## config.mk

```make
export PLATFORM = sky130hd
export DESIGN_NAME = tsco_core
export DESIGN_NICKNAME = d
export VERILOG_FILES = /design/src/common/tsco_pkg.sv /design/src/rtl/tsco_core.sv
export SDC_FILE = /design/constraint.sdc
export NUM_CORES = 1
export LEC_CHECK = 0
export BUFFER_PORTS_ARGS = -buffer_cell sky130_fd_sc_hd__buf_2
export CAP_MARGIN = 20
export CORE_MARGIN = 2
export CORE_UTILIZATION = 50
export CTS_CLUSTER_SIZE = 12
export DETAILED_ROUTE_END_ITERATION = 7
export PLACE_DENSITY_LB_ADDON = 0.2
export SYNTH_ARGS = -nofsm -noshare
export SYNTH_HDL_FRONTEND = slang
export SYNTH_SLANG_ARGS = --single-unit
```

## constraint.sdc

```tcl
create_clock -name clock -period 33.1 [get_ports clock]
set_clock_uncertainty 0.15 [all_clocks]
set_input_delay 9.93 -clock clock [delete_from_list [all_inputs] [get_ports clock]]
set_output_delay 9.93 -clock clock [all_outputs]
set_load 0.02 [all_outputs]
```

## src/common/tsco_pkg.sv

```systemverilog
// Constants, carriers and helpers of the sensor configuration and offset block.
// Contract
// - Standby bit set stops the converter; cleared (default) lets it run.
// - Writing the re-initialise bit restores power-on state; it always reads zero.
// - Bus timeout is enforced while its control bit is zero, the default.
// - Alert style bit: zero gives interrupt mode, one (default) gives comparator mode.
// - Fault raised after 1, 2, 4 or 6 consecutive faulting conversions per field.
// - Results clamp at +127.9375 C, or +191.9375 C with wide span selected.
// - Single conversion trigger runs exactly one round, then clears itself.
// - A configuration write setting the trigger ignores its other bits.
// - The trigger only works in standby; host sets standby first.
// - Per-remote ideality bit picks fixed 1.008 or the custom factor.
// - Offset code is unsigned; offset equals -14.875 C plus code over eight.
// - Offset code powers up as 77h, meaning zero offset.
// - Per-remote apply bit adds the custom offset only when set.
// - Hottest-channel result never includes the custom offset.
// - Hottest is the maximum of temperature minus reference over selected channels.
package tsco_pkg;
    localparam int         TEMP_W         = 13;
    localparam int         CH_W           = 2;
    localparam logic [7:0] ADDR_CONFIG    = 8'h13;
    localparam logic [7:0] ADDR_IDEAL_EN  = 8'h15;
    localparam logic [7:0] ADDR_OFFSET    = 8'h16;
    localparam logic [7:0] ADDR_OFFSET_EN = 8'h17;
    localparam logic [7:0] CONFIG_RST     = 8'h10;
    localparam logic [7:0] OFFSET_RST     = 8'h77;
    localparam logic [7:0] CH_EN_RST      = 8'h00;
    localparam logic [7:0] CH_EN_MASK     = 8'h0E;
    localparam logic [7:0] CONFIG_WR_MASK = 8'hBF;
    localparam int         REINIT_BIT     = 6;
    localparam int         SINGLE_BIT     = 0;
    // Temperatures are signed sixteenths of a degree.
    localparam logic [TEMP_W:0]   OFFSET_BASE = 14'h3F12;
    localparam logic [TEMP_W-1:0] MAX_NORMAL  = 13'h07FF;
    localparam logic [TEMP_W-1:0] MAX_WIDE    = 13'h0BFF;
    localparam logic [TEMP_W-1:0] TEMP_MIN    = 13'h1000;
    localparam logic [2:0]        FQ_NEED_0   = 3'h1;
    localparam logic [2:0]        FQ_NEED_1   = 3'h2;
    localparam logic [2:0]        FQ_NEED_2   = 3'h4;
    localparam logic [2:0]        FQ_NEED_3   = 3'h6;

    typedef struct packed {
        logic       standby;
        logic       reinit;
        logic       timeout_off;
        logic       comparator;
        logic [1:0] fault_queue;
        logic       wide_span_select;
        logic       single_conversion_trigger;
    } tsco_cfg_t;

    typedef struct packed {
        logic       wr;
        logic       rd;
        logic [7:0] addr;
        logic [7:0] data;
    } tsco_req_t;

    typedef enum logic [1:0] {SEQ_IDLE, SEQ_START, SEQ_WAIT} tsco_seq_t;

    function automatic logic [2:0] fault_need(input logic [1:0] code);
        unique case (code)
            2'h0: fault_need = FQ_NEED_0;
            2'h1: fault_need = FQ_NEED_1;
            2'h2: fault_need = FQ_NEED_2;
            2'h3: fault_need = FQ_NEED_3;
        endcase
    endfunction : fault_need
endpackage : tsco_pkg

```

## src/rtl/tsco_core.sv

```systemverilog
// Configuration register file, conversion sequencer, offset, fault and hottest logic.
`timescale 1ns/1ns
module tsco_core #(
    parameter int NUM_CH = 4
) (
    input  wire logic                                       clock,
    input  wire logic                                       rst,
    input  wire tsco_pkg::tsco_req_t                        reg_req,
    output logic [7:0]                                      rd_data,
    output logic                                            conv_enable,
    output logic                                            conv_start,
    output logic [tsco_pkg::CH_W-1:0]                       conv_channel,
    output logic                                            conv_ideal_custom,
    input  wire logic                                       conv_done,
    input  wire logic [tsco_pkg::TEMP_W-1:0]                conv_temp,
    input  wire logic [NUM_CH-1:0][tsco_pkg::TEMP_W-1:0]    limit_temp,
    input  wire logic [NUM_CH-1:0][tsco_pkg::TEMP_W-1:0]    ref_temp,
    input  wire logic [NUM_CH-1:0]                          hot_enable,
    input  wire logic                                       alert_ack,
    output logic [NUM_CH-1:0][tsco_pkg::TEMP_W-1:0]         result,
    output logic [tsco_pkg::TEMP_W:0]                       hottest,
    output logic [NUM_CH-1:0]                               fault,
    output logic                                            therm_alert,
    output logic                                            bus_timeout_en
);
    localparam int TW = tsco_pkg::TEMP_W;
    localparam logic [tsco_pkg::CH_W-1:0] LAST_CH = tsco_pkg::CH_W'(NUM_CH - 1);

    if (NUM_CH < 2 || NUM_CH > 4) begin : g_bad_ch
        $error("NUM_CH must lie between 2 and 4.");
    end

    ////////////////////////////////////////////////////////////////////////////////
    tsco_pkg::tsco_cfg_t         cfg_reg;
    logic [7:0]                  ideal_en_reg;
    logic [7:0]                  offset_reg;
    logic [7:0]                  offset_en_reg;
    logic [7:0]                  rd_data_reg;
    tsco_pkg::tsco_seq_t         state_reg;
    tsco_pkg::tsco_seq_t         state_next;
    logic [tsco_pkg::CH_W-1:0]   ch_reg;
    logic                        conv_start_reg;
    logic                        conv_enable_reg;
    logic                        conv_ideal_reg;
    logic                        timeout_en_reg;
    logic [NUM_CH-1:0][TW-1:0]   raw_reg;
    logic [NUM_CH-1:0][TW-1:0]   result_reg;
    logic [NUM_CH-1:0][2:0]      cnt_reg;
    logic [NUM_CH-1:0]           fault_reg;
    logic [NUM_CH-1:0]           fault_next;
    logic                        alert_reg;
    logic [TW:0]                 hot_reg;
    logic [TW:0]                 hot_next;

    ////////////////////////////////////////////////////////////////////////////////
    wire wr_cfg       = reg_req.wr && reg_req.addr == tsco_pkg::ADDR_CONFIG;
    wire wr_ideal     = reg_req.wr && reg_req.addr == tsco_pkg::ADDR_IDEAL_EN;
    wire wr_offset    = reg_req.wr && reg_req.addr == tsco_pkg::ADDR_OFFSET;
    wire wr_offset_en = reg_req.wr && reg_req.addr == tsco_pkg::ADDR_OFFSET_EN;
    wire wr_single    = wr_cfg && reg_req.data[tsco_pkg::SINGLE_BIT];
    // A trigger outside standby is dropped together with the rest of the byte.
    wire cfg_single   = wr_single && cfg_reg.standby;
    wire cfg_plain    = wr_cfg && !reg_req.data[tsco_pkg::SINGLE_BIT];
    wire init         = rst || (cfg_plain && reg_req.data[tsco_pkg::REINIT_BIT]);
    wire run          = !cfg_reg.standby || cfg_reg.single_conversion_trigger;
    wire done_hit     = state_reg == tsco_pkg::SEQ_WAIT && conv_done;
    wire round_done   = done_hit && ch_reg == LAST_CH;
    wire abort        = state_reg == tsco_pkg::SEQ_WAIT && !run;
    wire [2:0] need   = tsco_pkg::fault_need(cfg_reg.fault_queue);

    wire [7:0] rd_mux =
        reg_req.addr == tsco_pkg::ADDR_CONFIG    ? 8'(cfg_reg) :
        reg_req.addr == tsco_pkg::ADDR_IDEAL_EN  ? ideal_en_reg :
        reg_req.addr == tsco_pkg::ADDR_OFFSET    ? offset_reg :
        reg_req.addr == tsco_pkg::ADDR_OFFSET_EN ? offset_en_reg : 8'h00;

    ////////////////////////////////////////////////////////////////////////////////
    // Offset is code times two sixteenths plus the negative base, so 77h gives zero.
    wire [TW:0] offset_val = {5'h00, offset_reg, 1'b0} + tsco_pkg::OFFSET_BASE;
    wire        apply_off  = offset_en_reg[ch_reg] && ch_reg != '0;
    wire [TW:0] corr_sum   = {conv_temp[TW-1], conv_temp} + (apply_off ? offset_val : '0);
    wire [TW-1:0] span_max = cfg_reg.wide_span_select ? tsco_pkg::MAX_WIDE
                                                      : tsco_pkg::MAX_NORMAL;
    wire over_max  = $signed(corr_sum) > $signed({span_max[TW-1], span_max});
    wire under_min = $signed(corr_sum) < $signed({1'b1, tsco_pkg::TEMP_MIN});
    wire [TW-1:0] corr_val = over_max  ? span_max :
                             under_min ? tsco_pkg::TEMP_MIN : corr_sum[TW-1:0];
    wire exceed = $signed(corr_val) > $signed(limit_temp[ch_reg]);
    wire [2:0] cnt_cur = cnt_reg[ch_reg];
    wire [2:0] cnt_upd = !exceed       ? 3'h0 :
                         cnt_cur >= need ? need : 3'(cnt_cur + 3'h1);
    wire fault_rise = |(fault_next & ~fault_reg);

    always_comb begin
        fault_next = fault_reg;
        if (done_hit) begin
            fault_next[ch_reg] = cnt_upd >= need;
        end
    end

    // Built from the uncorrected samples so the offset never reaches it.
    always_comb begin
        logic [TW:0] diff;
        logic        found;
        diff     = '0;
        found    = 1'b0;
        hot_next = '0;
        for (int i = 0; i < NUM_CH; i++) begin
            diff = {raw_reg[i][TW-1], raw_reg[i]} - {ref_temp[i][TW-1], ref_temp[i]};
            if (hot_enable[i] && (!found || $signed(diff) > $signed(hot_next))) begin
                hot_next = diff;
                found    = 1'b1;
            end
        end
    end

    always_comb begin
        state_next = state_reg;
        unique case (state_reg)
            tsco_pkg::SEQ_IDLE:  if (run) state_next = tsco_pkg::SEQ_START;
            tsco_pkg::SEQ_START: state_next = tsco_pkg::SEQ_WAIT;
            tsco_pkg::SEQ_WAIT: begin
                if (abort || round_done) begin
                    state_next = tsco_pkg::SEQ_IDLE;
                end else if (done_hit) begin
                    state_next = tsco_pkg::SEQ_START;
                end
            end
        endcase
    end

    ////////////////////////////////////////////////////////////////////////////////
    always_ff @(posedge clock) begin
        if (init) begin
            cfg_reg <= tsco_pkg::tsco_cfg_t'(tsco_pkg::CONFIG_RST);
        end else if (cfg_single) begin
            cfg_reg.single_conversion_trigger <= 1'b1;
        end else if (cfg_plain) begin
            cfg_reg <= tsco_pkg::tsco_cfg_t'(reg_req.data & tsco_pkg::CONFIG_WR_MASK);
        end else if (round_done) begin
            cfg_reg.single_conversion_trigger <= 1'b0;
        end
    end

    always_ff @(posedge clock) begin
        if (init) begin
            ideal_en_reg  <= tsco_pkg::CH_EN_RST;
            offset_reg    <= tsco_pkg::OFFSET_RST;
            offset_en_reg <= tsco_pkg::CH_EN_RST;
        end else begin
            if (wr_ideal) ideal_en_reg <= reg_req.data & tsco_pkg::CH_EN_MASK;
            if (wr_offset) offset_reg <= reg_req.data;
            if (wr_offset_en) offset_en_reg <= reg_req.data & tsco_pkg::CH_EN_MASK;
        end
    end

    always_ff @(posedge clock) begin
        if (rst) begin
            rd_data_reg <= 8'h00;
        end else if (reg_req.rd) begin
            rd_data_reg <= rd_mux;
        end
    end

    always_ff @(posedge clock) begin
        if (init) begin
            state_reg       <= tsco_pkg::SEQ_IDLE;
            ch_reg          <= '0;
            conv_start_reg  <= 1'b0;
            conv_enable_reg <= 1'b0;
            conv_ideal_reg  <= 1'b0;
            // The default configuration enforces the timeout, so it must not lapse on re-init.
            timeout_en_reg  <= 1'b1;
        end else begin
            state_reg       <= state_next;
            conv_start_reg  <= state_next == tsco_pkg::SEQ_START;
            conv_enable_reg <= run;
            timeout_en_reg  <= !cfg_reg.timeout_off;
            if (state_reg == tsco_pkg::SEQ_IDLE || abort || round_done) begin
                ch_reg <= '0;
            end else if (done_hit) begin
                ch_reg <= ch_reg + 1'b1;
            end
            if (state_next == tsco_pkg::SEQ_START) begin
                conv_ideal_reg <= state_reg != tsco_pkg::SEQ_IDLE && done_hit
                                  ? ideal_en_reg[ch_reg + 1'b1]
                                  : 1'b0;
            end
        end
    end

    always_ff @(posedge clock) begin
        if (init) begin
            raw_reg    <= '0;
            result_reg <= '0;
            cnt_reg    <= '0;
            fault_reg  <= '0;
            alert_reg  <= 1'b0;
            hot_reg    <= '0;
        end else begin
            if (done_hit) begin
                raw_reg[ch_reg]    <= conv_temp;
                result_reg[ch_reg] <= corr_val;
                cnt_reg[ch_reg]    <= cnt_upd;
            end
            fault_reg <= fault_next;
            hot_reg   <= hot_next;
            // In interrupt mode a new fault wins over an acknowledge in the same cycle.
            alert_reg <= cfg_reg.comparator ? |fault_next
                                            : fault_rise || (alert_reg && !alert_ack);
        end
    end

    assign rd_data           = rd_data_reg;
    assign conv_enable       = conv_enable_reg;
    assign conv_start        = conv_start_reg;
    assign conv_channel      = ch_reg;
    assign conv_ideal_custom = conv_ideal_reg;
    assign result            = result_reg;
    assign hottest           = hot_reg;
    assign fault             = fault_reg;
    assign therm_alert       = alert_reg;
    assign bus_timeout_en    = timeout_en_reg;
endmodule : tsco_core

```

Yosys cells after proc, flatten, opt, wreduce, memory -nomap -nowiden:

Cells that the tools add are included.

* bits in registers: 172
* bits of input ports: 143
* output and inout bits: 85
* logic and storage cells: 155

* add/subtract/negate cells: 8
* order comparisons: 12
* equality and inequality tests: 11
* muxes and demuxes: 46
* bitwise operators: 3
* reduce and logical (&&, ||, !) cells: 44

Operator list (count)
* $bwmux W52: 2
* $mux W14: 5
* $sub A13 B13 Y14: 4
* $mux W13: 4
* $gt A14 B14 Y1: 3
* $eq A8 B5 Y1 const B: 4
* $bmux W13 S2: 1
* $demux W13 S2: 1
* $mux W8: 3
* $logic_and A1 B1 Y1: 18
* $add A14 B14 Y14: 1
* $gt A14 B13 Y1: 1
* $lt A14 B13 Y1 const B: 1
* $gt A13 B13 Y1: 1
* $bwmux W12: 1
* $mux W12: 1
* $mux W3: 4
* $pmux W3 S4: 1
* $add A10 B9 Y11 const B: 1
* $mux W1: 11
* $logic_or A1 B1 Y1: 9
* $eq A2 B2 Y1 const B: 4
* $logic_not A1 Y1: 8
* $lt A2 B4 Y1 const B: 2
* 23 further kinds: 33

Logic depth before layout (Yosys ltp):

* word-level depth: 17
* gate-level depth with buffers: 43
* depth with buffers taken out: 39

Worst setup path before layout:

OpenSTA, ideal clock, no wires.

* path type: input port to flip-flop
* start: input ref_temp[14] (netlist name)
* end: register hot_reg[7], in the netlist hottest[7]
* library setup time: 0.066 ns
* data arrival time: 17.070 ns
* required time: 32.884 ns
* setup slack: 15.814 ns
* stages on the path: 34
* buffers on the path: 4
* path through: inv_1 -> ha_1 -> nor2b_1 -> o31a_1 -> o31a_1 -> o21ai_1 -> nor3b_1 -> nor2_1 -> ha_1 -> a211o_1 -> o211ai_1 -> a21oi_1 -> o311a_1 -> or4_1 -> a21boi_0 -> ha_1 -> and3_1 -> nand3_1 -> o32a_1 -> o221ai_2 -> buf_2 -> buf_2 -> nand2_1 -> nand2_1 -> ha_1 -> a211oi_1 -> nor2_1 -> o31a_1 -> o41a_1 -> o21ai_2 -> buf_4 -> buf_2 -> o21ai_0 -> a21oi_2

* cells in the longest elaborated chain, start to end: 13
* elaborated cells on any way between the ends: 17
* classes of those cells: 1 x add/sub; 3 x order compare; 5 x mux; 8 x reduce/logical

RTL lines
* from (decl): RTL line tsco_core.sv:17 `input wire logic [NUM_CH-1:0][tsco_pkg::TEMP_W-1:0] ref_temp,`
* $sub A13 B13 Y14 *: RTL line tsco_core.sv:109 `diff = {raw_reg[i][TW-1], raw_reg[i]} - {ref_temp[i][TW-1], ref_temp[i]};`
* $gt A14 B14 Y1: RTL line tsco_core.sv:110 `if (hot_enable[i] && (!found || $signed(diff) > $signed(hot_next))) begin`
* $logic_or A1 B1 Y1: RTL line tsco_core.sv:110
* $logic_and A1 B1 Y1: RTL line tsco_core.sv:110
* $mux W14 or $mux W1 (tied branches): RTL line tsco_core.sv:110
* $gt A14 B14 Y1 or $logic_not A1 Y1 (tied branches): RTL line tsco_core.sv:110
* $logic_or A1 B1 Y1: RTL line tsco_core.sv:110
* $logic_and A1 B1 Y1: RTL line tsco_core.sv:110
* $mux W14 or $mux W1 (tied branches): RTL line tsco_core.sv:110
* $gt A14 B14 Y1 or $logic_not A1 Y1 (tied branches): RTL line tsco_core.sv:110
* $logic_or A1 B1 Y1: RTL line tsco_core.sv:110
* $logic_and A1 B1 Y1: RTL line tsco_core.sv:110
* $mux W14 *: RTL line tsco_core.sv:110
* to (signal assigned): RTL line tsco_core.sv:207 `hot_reg <= hot_next;`
* to (decl): RTL line tsco_core.sv:52 `logic [TW:0] hot_reg;`

Mark *: on every way between the ends. The rest lies on a longest branch, timed or not.
A chain may end at the register's enable or synchronous reset.

Final worst setup path:

* start: input ref_temp[0] (netlist name)
* end: register hot_reg[0], in the netlist hottest[0]

* cells in the longest elaborated chain, start to end: 14
* elaborated cells on any way between the ends: 18
* classes of those cells: 1 x add/sub; 3 x order compare; 6 x mux; 8 x reduce/logical

RTL lines (RTL line)
* $sub A13 B13 Y14 *: tsco_core.sv:109
* $mux W14 *: tsco_core.sv:110
* $gt A14 B14 Y1: tsco_core.sv:110
* $logic_or A1 B1 Y1: tsco_core.sv:110
* $logic_and A1 B1 Y1: tsco_core.sv:110
* $mux W14 or $mux W1 (tied branches): tsco_core.sv:110
* $gt A14 B14 Y1 or $logic_not A1 Y1 (tied branches): tsco_core.sv:110
* $logic_or A1 B1 Y1: tsco_core.sv:110
* $logic_and A1 B1 Y1: tsco_core.sv:110
* $mux W14 or $mux W1 (tied branches): tsco_core.sv:110
* $gt A14 B14 Y1 or $logic_not A1 Y1 (tied branches): tsco_core.sv:110
* $logic_or A1 B1 Y1: tsco_core.sv:110
* $logic_and A1 B1 Y1: tsco_core.sv:110
* $mux W14 *: tsco_core.sv:110

Marks and branches as above.

==> results.py <==
metrics = {
    "sta": {
        "finalSetupViolations": 0,
        "whs_ns": 0.2617,
        "drv_slew": 0,
        "tightest_slew_ns": 1.023,
        "period_share_pct": 54.95,
        "hold_viol": 0,
        "max_slew_margin_pct": 31.60,
        "finalSetupTns_ns": 0,
        "layout_min_cycle_time_ns": 18.19,
        "rsz0062_at_grt": "no",
        "max_freq_mhz": 54.98,
    },
    "clock_network": {
        "clockBufferDepth": 2,
        "cts_hold_buf": 0,
        "cts_sinks": 172,
        "cts_buffers": 17,
        "root_buffer": "clkbuf_16",
        "cts_max_level": 4,
        "cts.clk_slew.worst_paths_ns": 0.07,
        "cts_tree": "done",
        "cts_setup_buffers": 0,
        "clock_latency_ns": 0.43,
        "cts_resized": 0,
    },
    "drt": {
        "drt_iter0_markers": 683,
        "routed_wl_um": 35930,
        "ant_nets": 0,
        "vias_per_cell": 5.694,
        "vias": 11660,
        "first_pass_iters": 5,
        "drc_errors": 0,
        "avgRoutedWirePerCell_um": 17.55,
    },
    "worst_setup_path": {
        "critPathSlowestCell": "o21ai_2",
        "worstReg2RegStart": "conv_channel[0]",
        "cp_top_family": "compound AO/OA/AOI/OAI gates",
        "cp_num_buf_inv": 4,
        "crit_arrival_ns": 18.33,
        "r2r_setup_slack_ns": 24.11,
        "end_kind": "register",
        "worstPathMaxFanout": 24,
        "worst_setup_path_start_kind": "primary input",
        "reg2regPathDepth": 39,
        "worstSetupPathType": "primary input to register",
        "cp_slowest_stage_delay_ns": 0.74,
        "cp_common_cell": "ha_1",
        "r2r_end": "therm_alert",
        "crit_required_ns": 33.25,
    },
    "synth": {
        "synthFlopType": "dfxtp_1",
        "ys_ff_latch": 172,
        "syn_avg_cell_area_um2": 8.125,
        "syn_area_um2": 12330,
        "synth_nets": 1802,
        "netlist_instances": 1518,
        "synth-async-reset-ratio_pct": 0,
        "synth-seq-area-share_pct": 27.92,
        "ys_types": 90,
        "synth_edf_count": 0,
        "ys_warn_count": 0,
    },
    "power": {
        "ir_drop_v": 0.00004469,
        "leakage_uw": 0.006393,
        "power.density_nw_per_um2": 38.21,
        "netSwitchingFraction_pct": 30.91,
        "sequentialPowerShare_pct": 39.4,
        "power_uw": 544.5,
        "switching_power_uw": 168.3,
        "p_int_uw": 376.2,
        "combinationalPowerShare_pct": 22.0,
        "clockPowerShare_pct": 38.6,
    },
    "floorplanning": {
        "die_x_um": 161.1,
        "dieArea_um2": 25940,
        "io_pins": 228,
        "die_h_um": 161.1,
        "core-area_um2": 24250,
        "initial_core_util_pct": 50.86,
        "rows": 57,
    },
    "flow_run": {
        "maxCapViolCount": 0,
    },
    "placed_design": {
        "globalplace.congestion": 0.9437,
        "io_buffers": 227,
        "hpwl_um": 27950,
    },
    "worst_hold_path": {
        "whs_path_depth": 1,
        "hold_path.class": "register to register",
        "hold_end": "bus_timeout_en",
        "hold_start": "cfg_reg[5]",
    },
    "grt": {
        "met3_usage_pct": 3.903,
        "use_met1_pct": 34.15,
        "track_usage_pct": 27.53,
        "grtUsageMet2_pct": 49.30,
        "grt_max_degree": 75,
        "grt_pass1_vias": 10970,
        "grt_pass1_wl_um": 56830,
        "antenna_found_initial": 0,
        "grt-busiest-layer": "met2",
        "globalRoute.totalOverflow": 0,
    },
    "layout": {
        "drive_gt1_share_pct": 20.89,
        "fin_util_pct": 58.77,
        "antenna_cells_inserted": 0,
        "nFillCells": 2263,
        "fin_nets": 1994,
        "area_delta_synth_final_pct": 15.55,
        "multi_input_area_um2": 8145,
        "ff_latch_area_um2": 3443,
    },
    "outcome": {
        "status": "finished, final reports clean",
    },
}
how the worst max path moves through the flow:
stage / from / to / slack (ns) / cells past startpoint
after floorplan: ref_temp[14] / hottest[7] / 15.81 / 34
after global placement: ref_temp[14] / hottest[3] / 14.63 / 33
after detailed placement: ref_temp[0] / hottest[1] / 14.56 / 34
after CTS: ref_temp[0] / hottest[0] / 14.97 / 34
after global routing: ref_temp[0] / hottest[3] / 14.14 / 34
final: ref_temp[0] / hottest[0] / 14.91 / 34
synthesized netlist by cell type (16+ instances only):
cell type / n / area (µm²)
nand2b_1: 21 / 131.4
dfxtp_1: 172 / 3443
ha_1: 136 / 1702
mux4_2: 16 / 360.4
inv_1: 105 / 394.1
nor3_1: 29 / 145.1
nand3_1: 44 / 220.2
clkbuf_1: 40 / 150.1
nand2_1: 187 / 701.9
a21oi_1: 150 / 750.7
o21ai_1: 16 / 80.08
nor2_1: 120 / 450.4
xor2_1: 17 / 148.9
mux2i_1: 20 / 200.2
a21o_1: 24 / 180.2
o21ai_0: 84 / 420.4
xnor2_1: 28 / 245.2
kinds of logic (layout without fill, tap and decap cells):
| family | after synthesis | in the layout | synth area share (%) |
|---|---|---|---|
| adder cells (fa/ha/maj) | 141 | 141 | 14.61 |
| multiplexers | 45 | 45 | 5.448 |
| buffers and inverters | 179 | 384 | 6.138 |
| flip-flops | 172 | 172 | 27.92 |
| XOR/XNOR | 45 | 45 | 3.196 |
| AO/OA/AOI/OAI | 445 | 445 | 24.06 |
| AND/OR/NAND/NOR | 491 | 491 | 18.63 |
cells in the final DEF (no fill, tap or decap), drive strengths merged, types with 6 or more instances in the layout:
cell type and instances:
or2 8, dfxtp 172, o21a 15, ha 136, buf 237, o211ai 10, a21oi 173, o2111ai 6
inv 124, and2 8, and3 17, nor3 29, clkbuf 18, o31ai 10, mux2i 21, nand4 7
a211oi 16, mux4 16, a21o 26, a22oi 11, o21ai 104, a32oi 8, nand2b 21, nor2b 15
xnor2 28, mux2 8, a31oi 14, or3 6, nor2 120, nand3 44, nor3b 6, nand2 187
xor2 17
per-stage QoR:
step                cells  worst slack (ns)  instance area [µm²]
floorplan            1518             15.81                12330
global placement     2015             14.63                13640
detailed placement   2015             14.56                13640
CTS                  2047             14.97                14250
global route         2047             14.14                14250
finish               2047             14.91                14250
per-layer routing:
layer	vias to the layer above	routed length, µm
met5	-	0
met4	0	903
met3	60	1907
met2	350	17760
met1	5431	15360
li1	5815	-
layout make-up:
type	count	area share, %
Inverter	115	3.029
Tap cell	324	2.845
Clock inverter	14	1.229
Clock buffer	18	3.082
Sequential cell	172	24.16
Multi-Input combinational cell	1167	57.16
Timing Repair Buffer	237	8.499
power groups by stage:
stage / registers (µW) / clock network (µW) / logic (µW)
detailed placement: 219 / 0 / 119
floorplan: 225 / 0 / 76.5
global route: 215 / 221 / 133
finish: 215 / 210 / 120
global placement: 219 / 0 / 117
CTS: 215 / 213 / 120
Note: power is estimated with default switching activity, not from simulation.
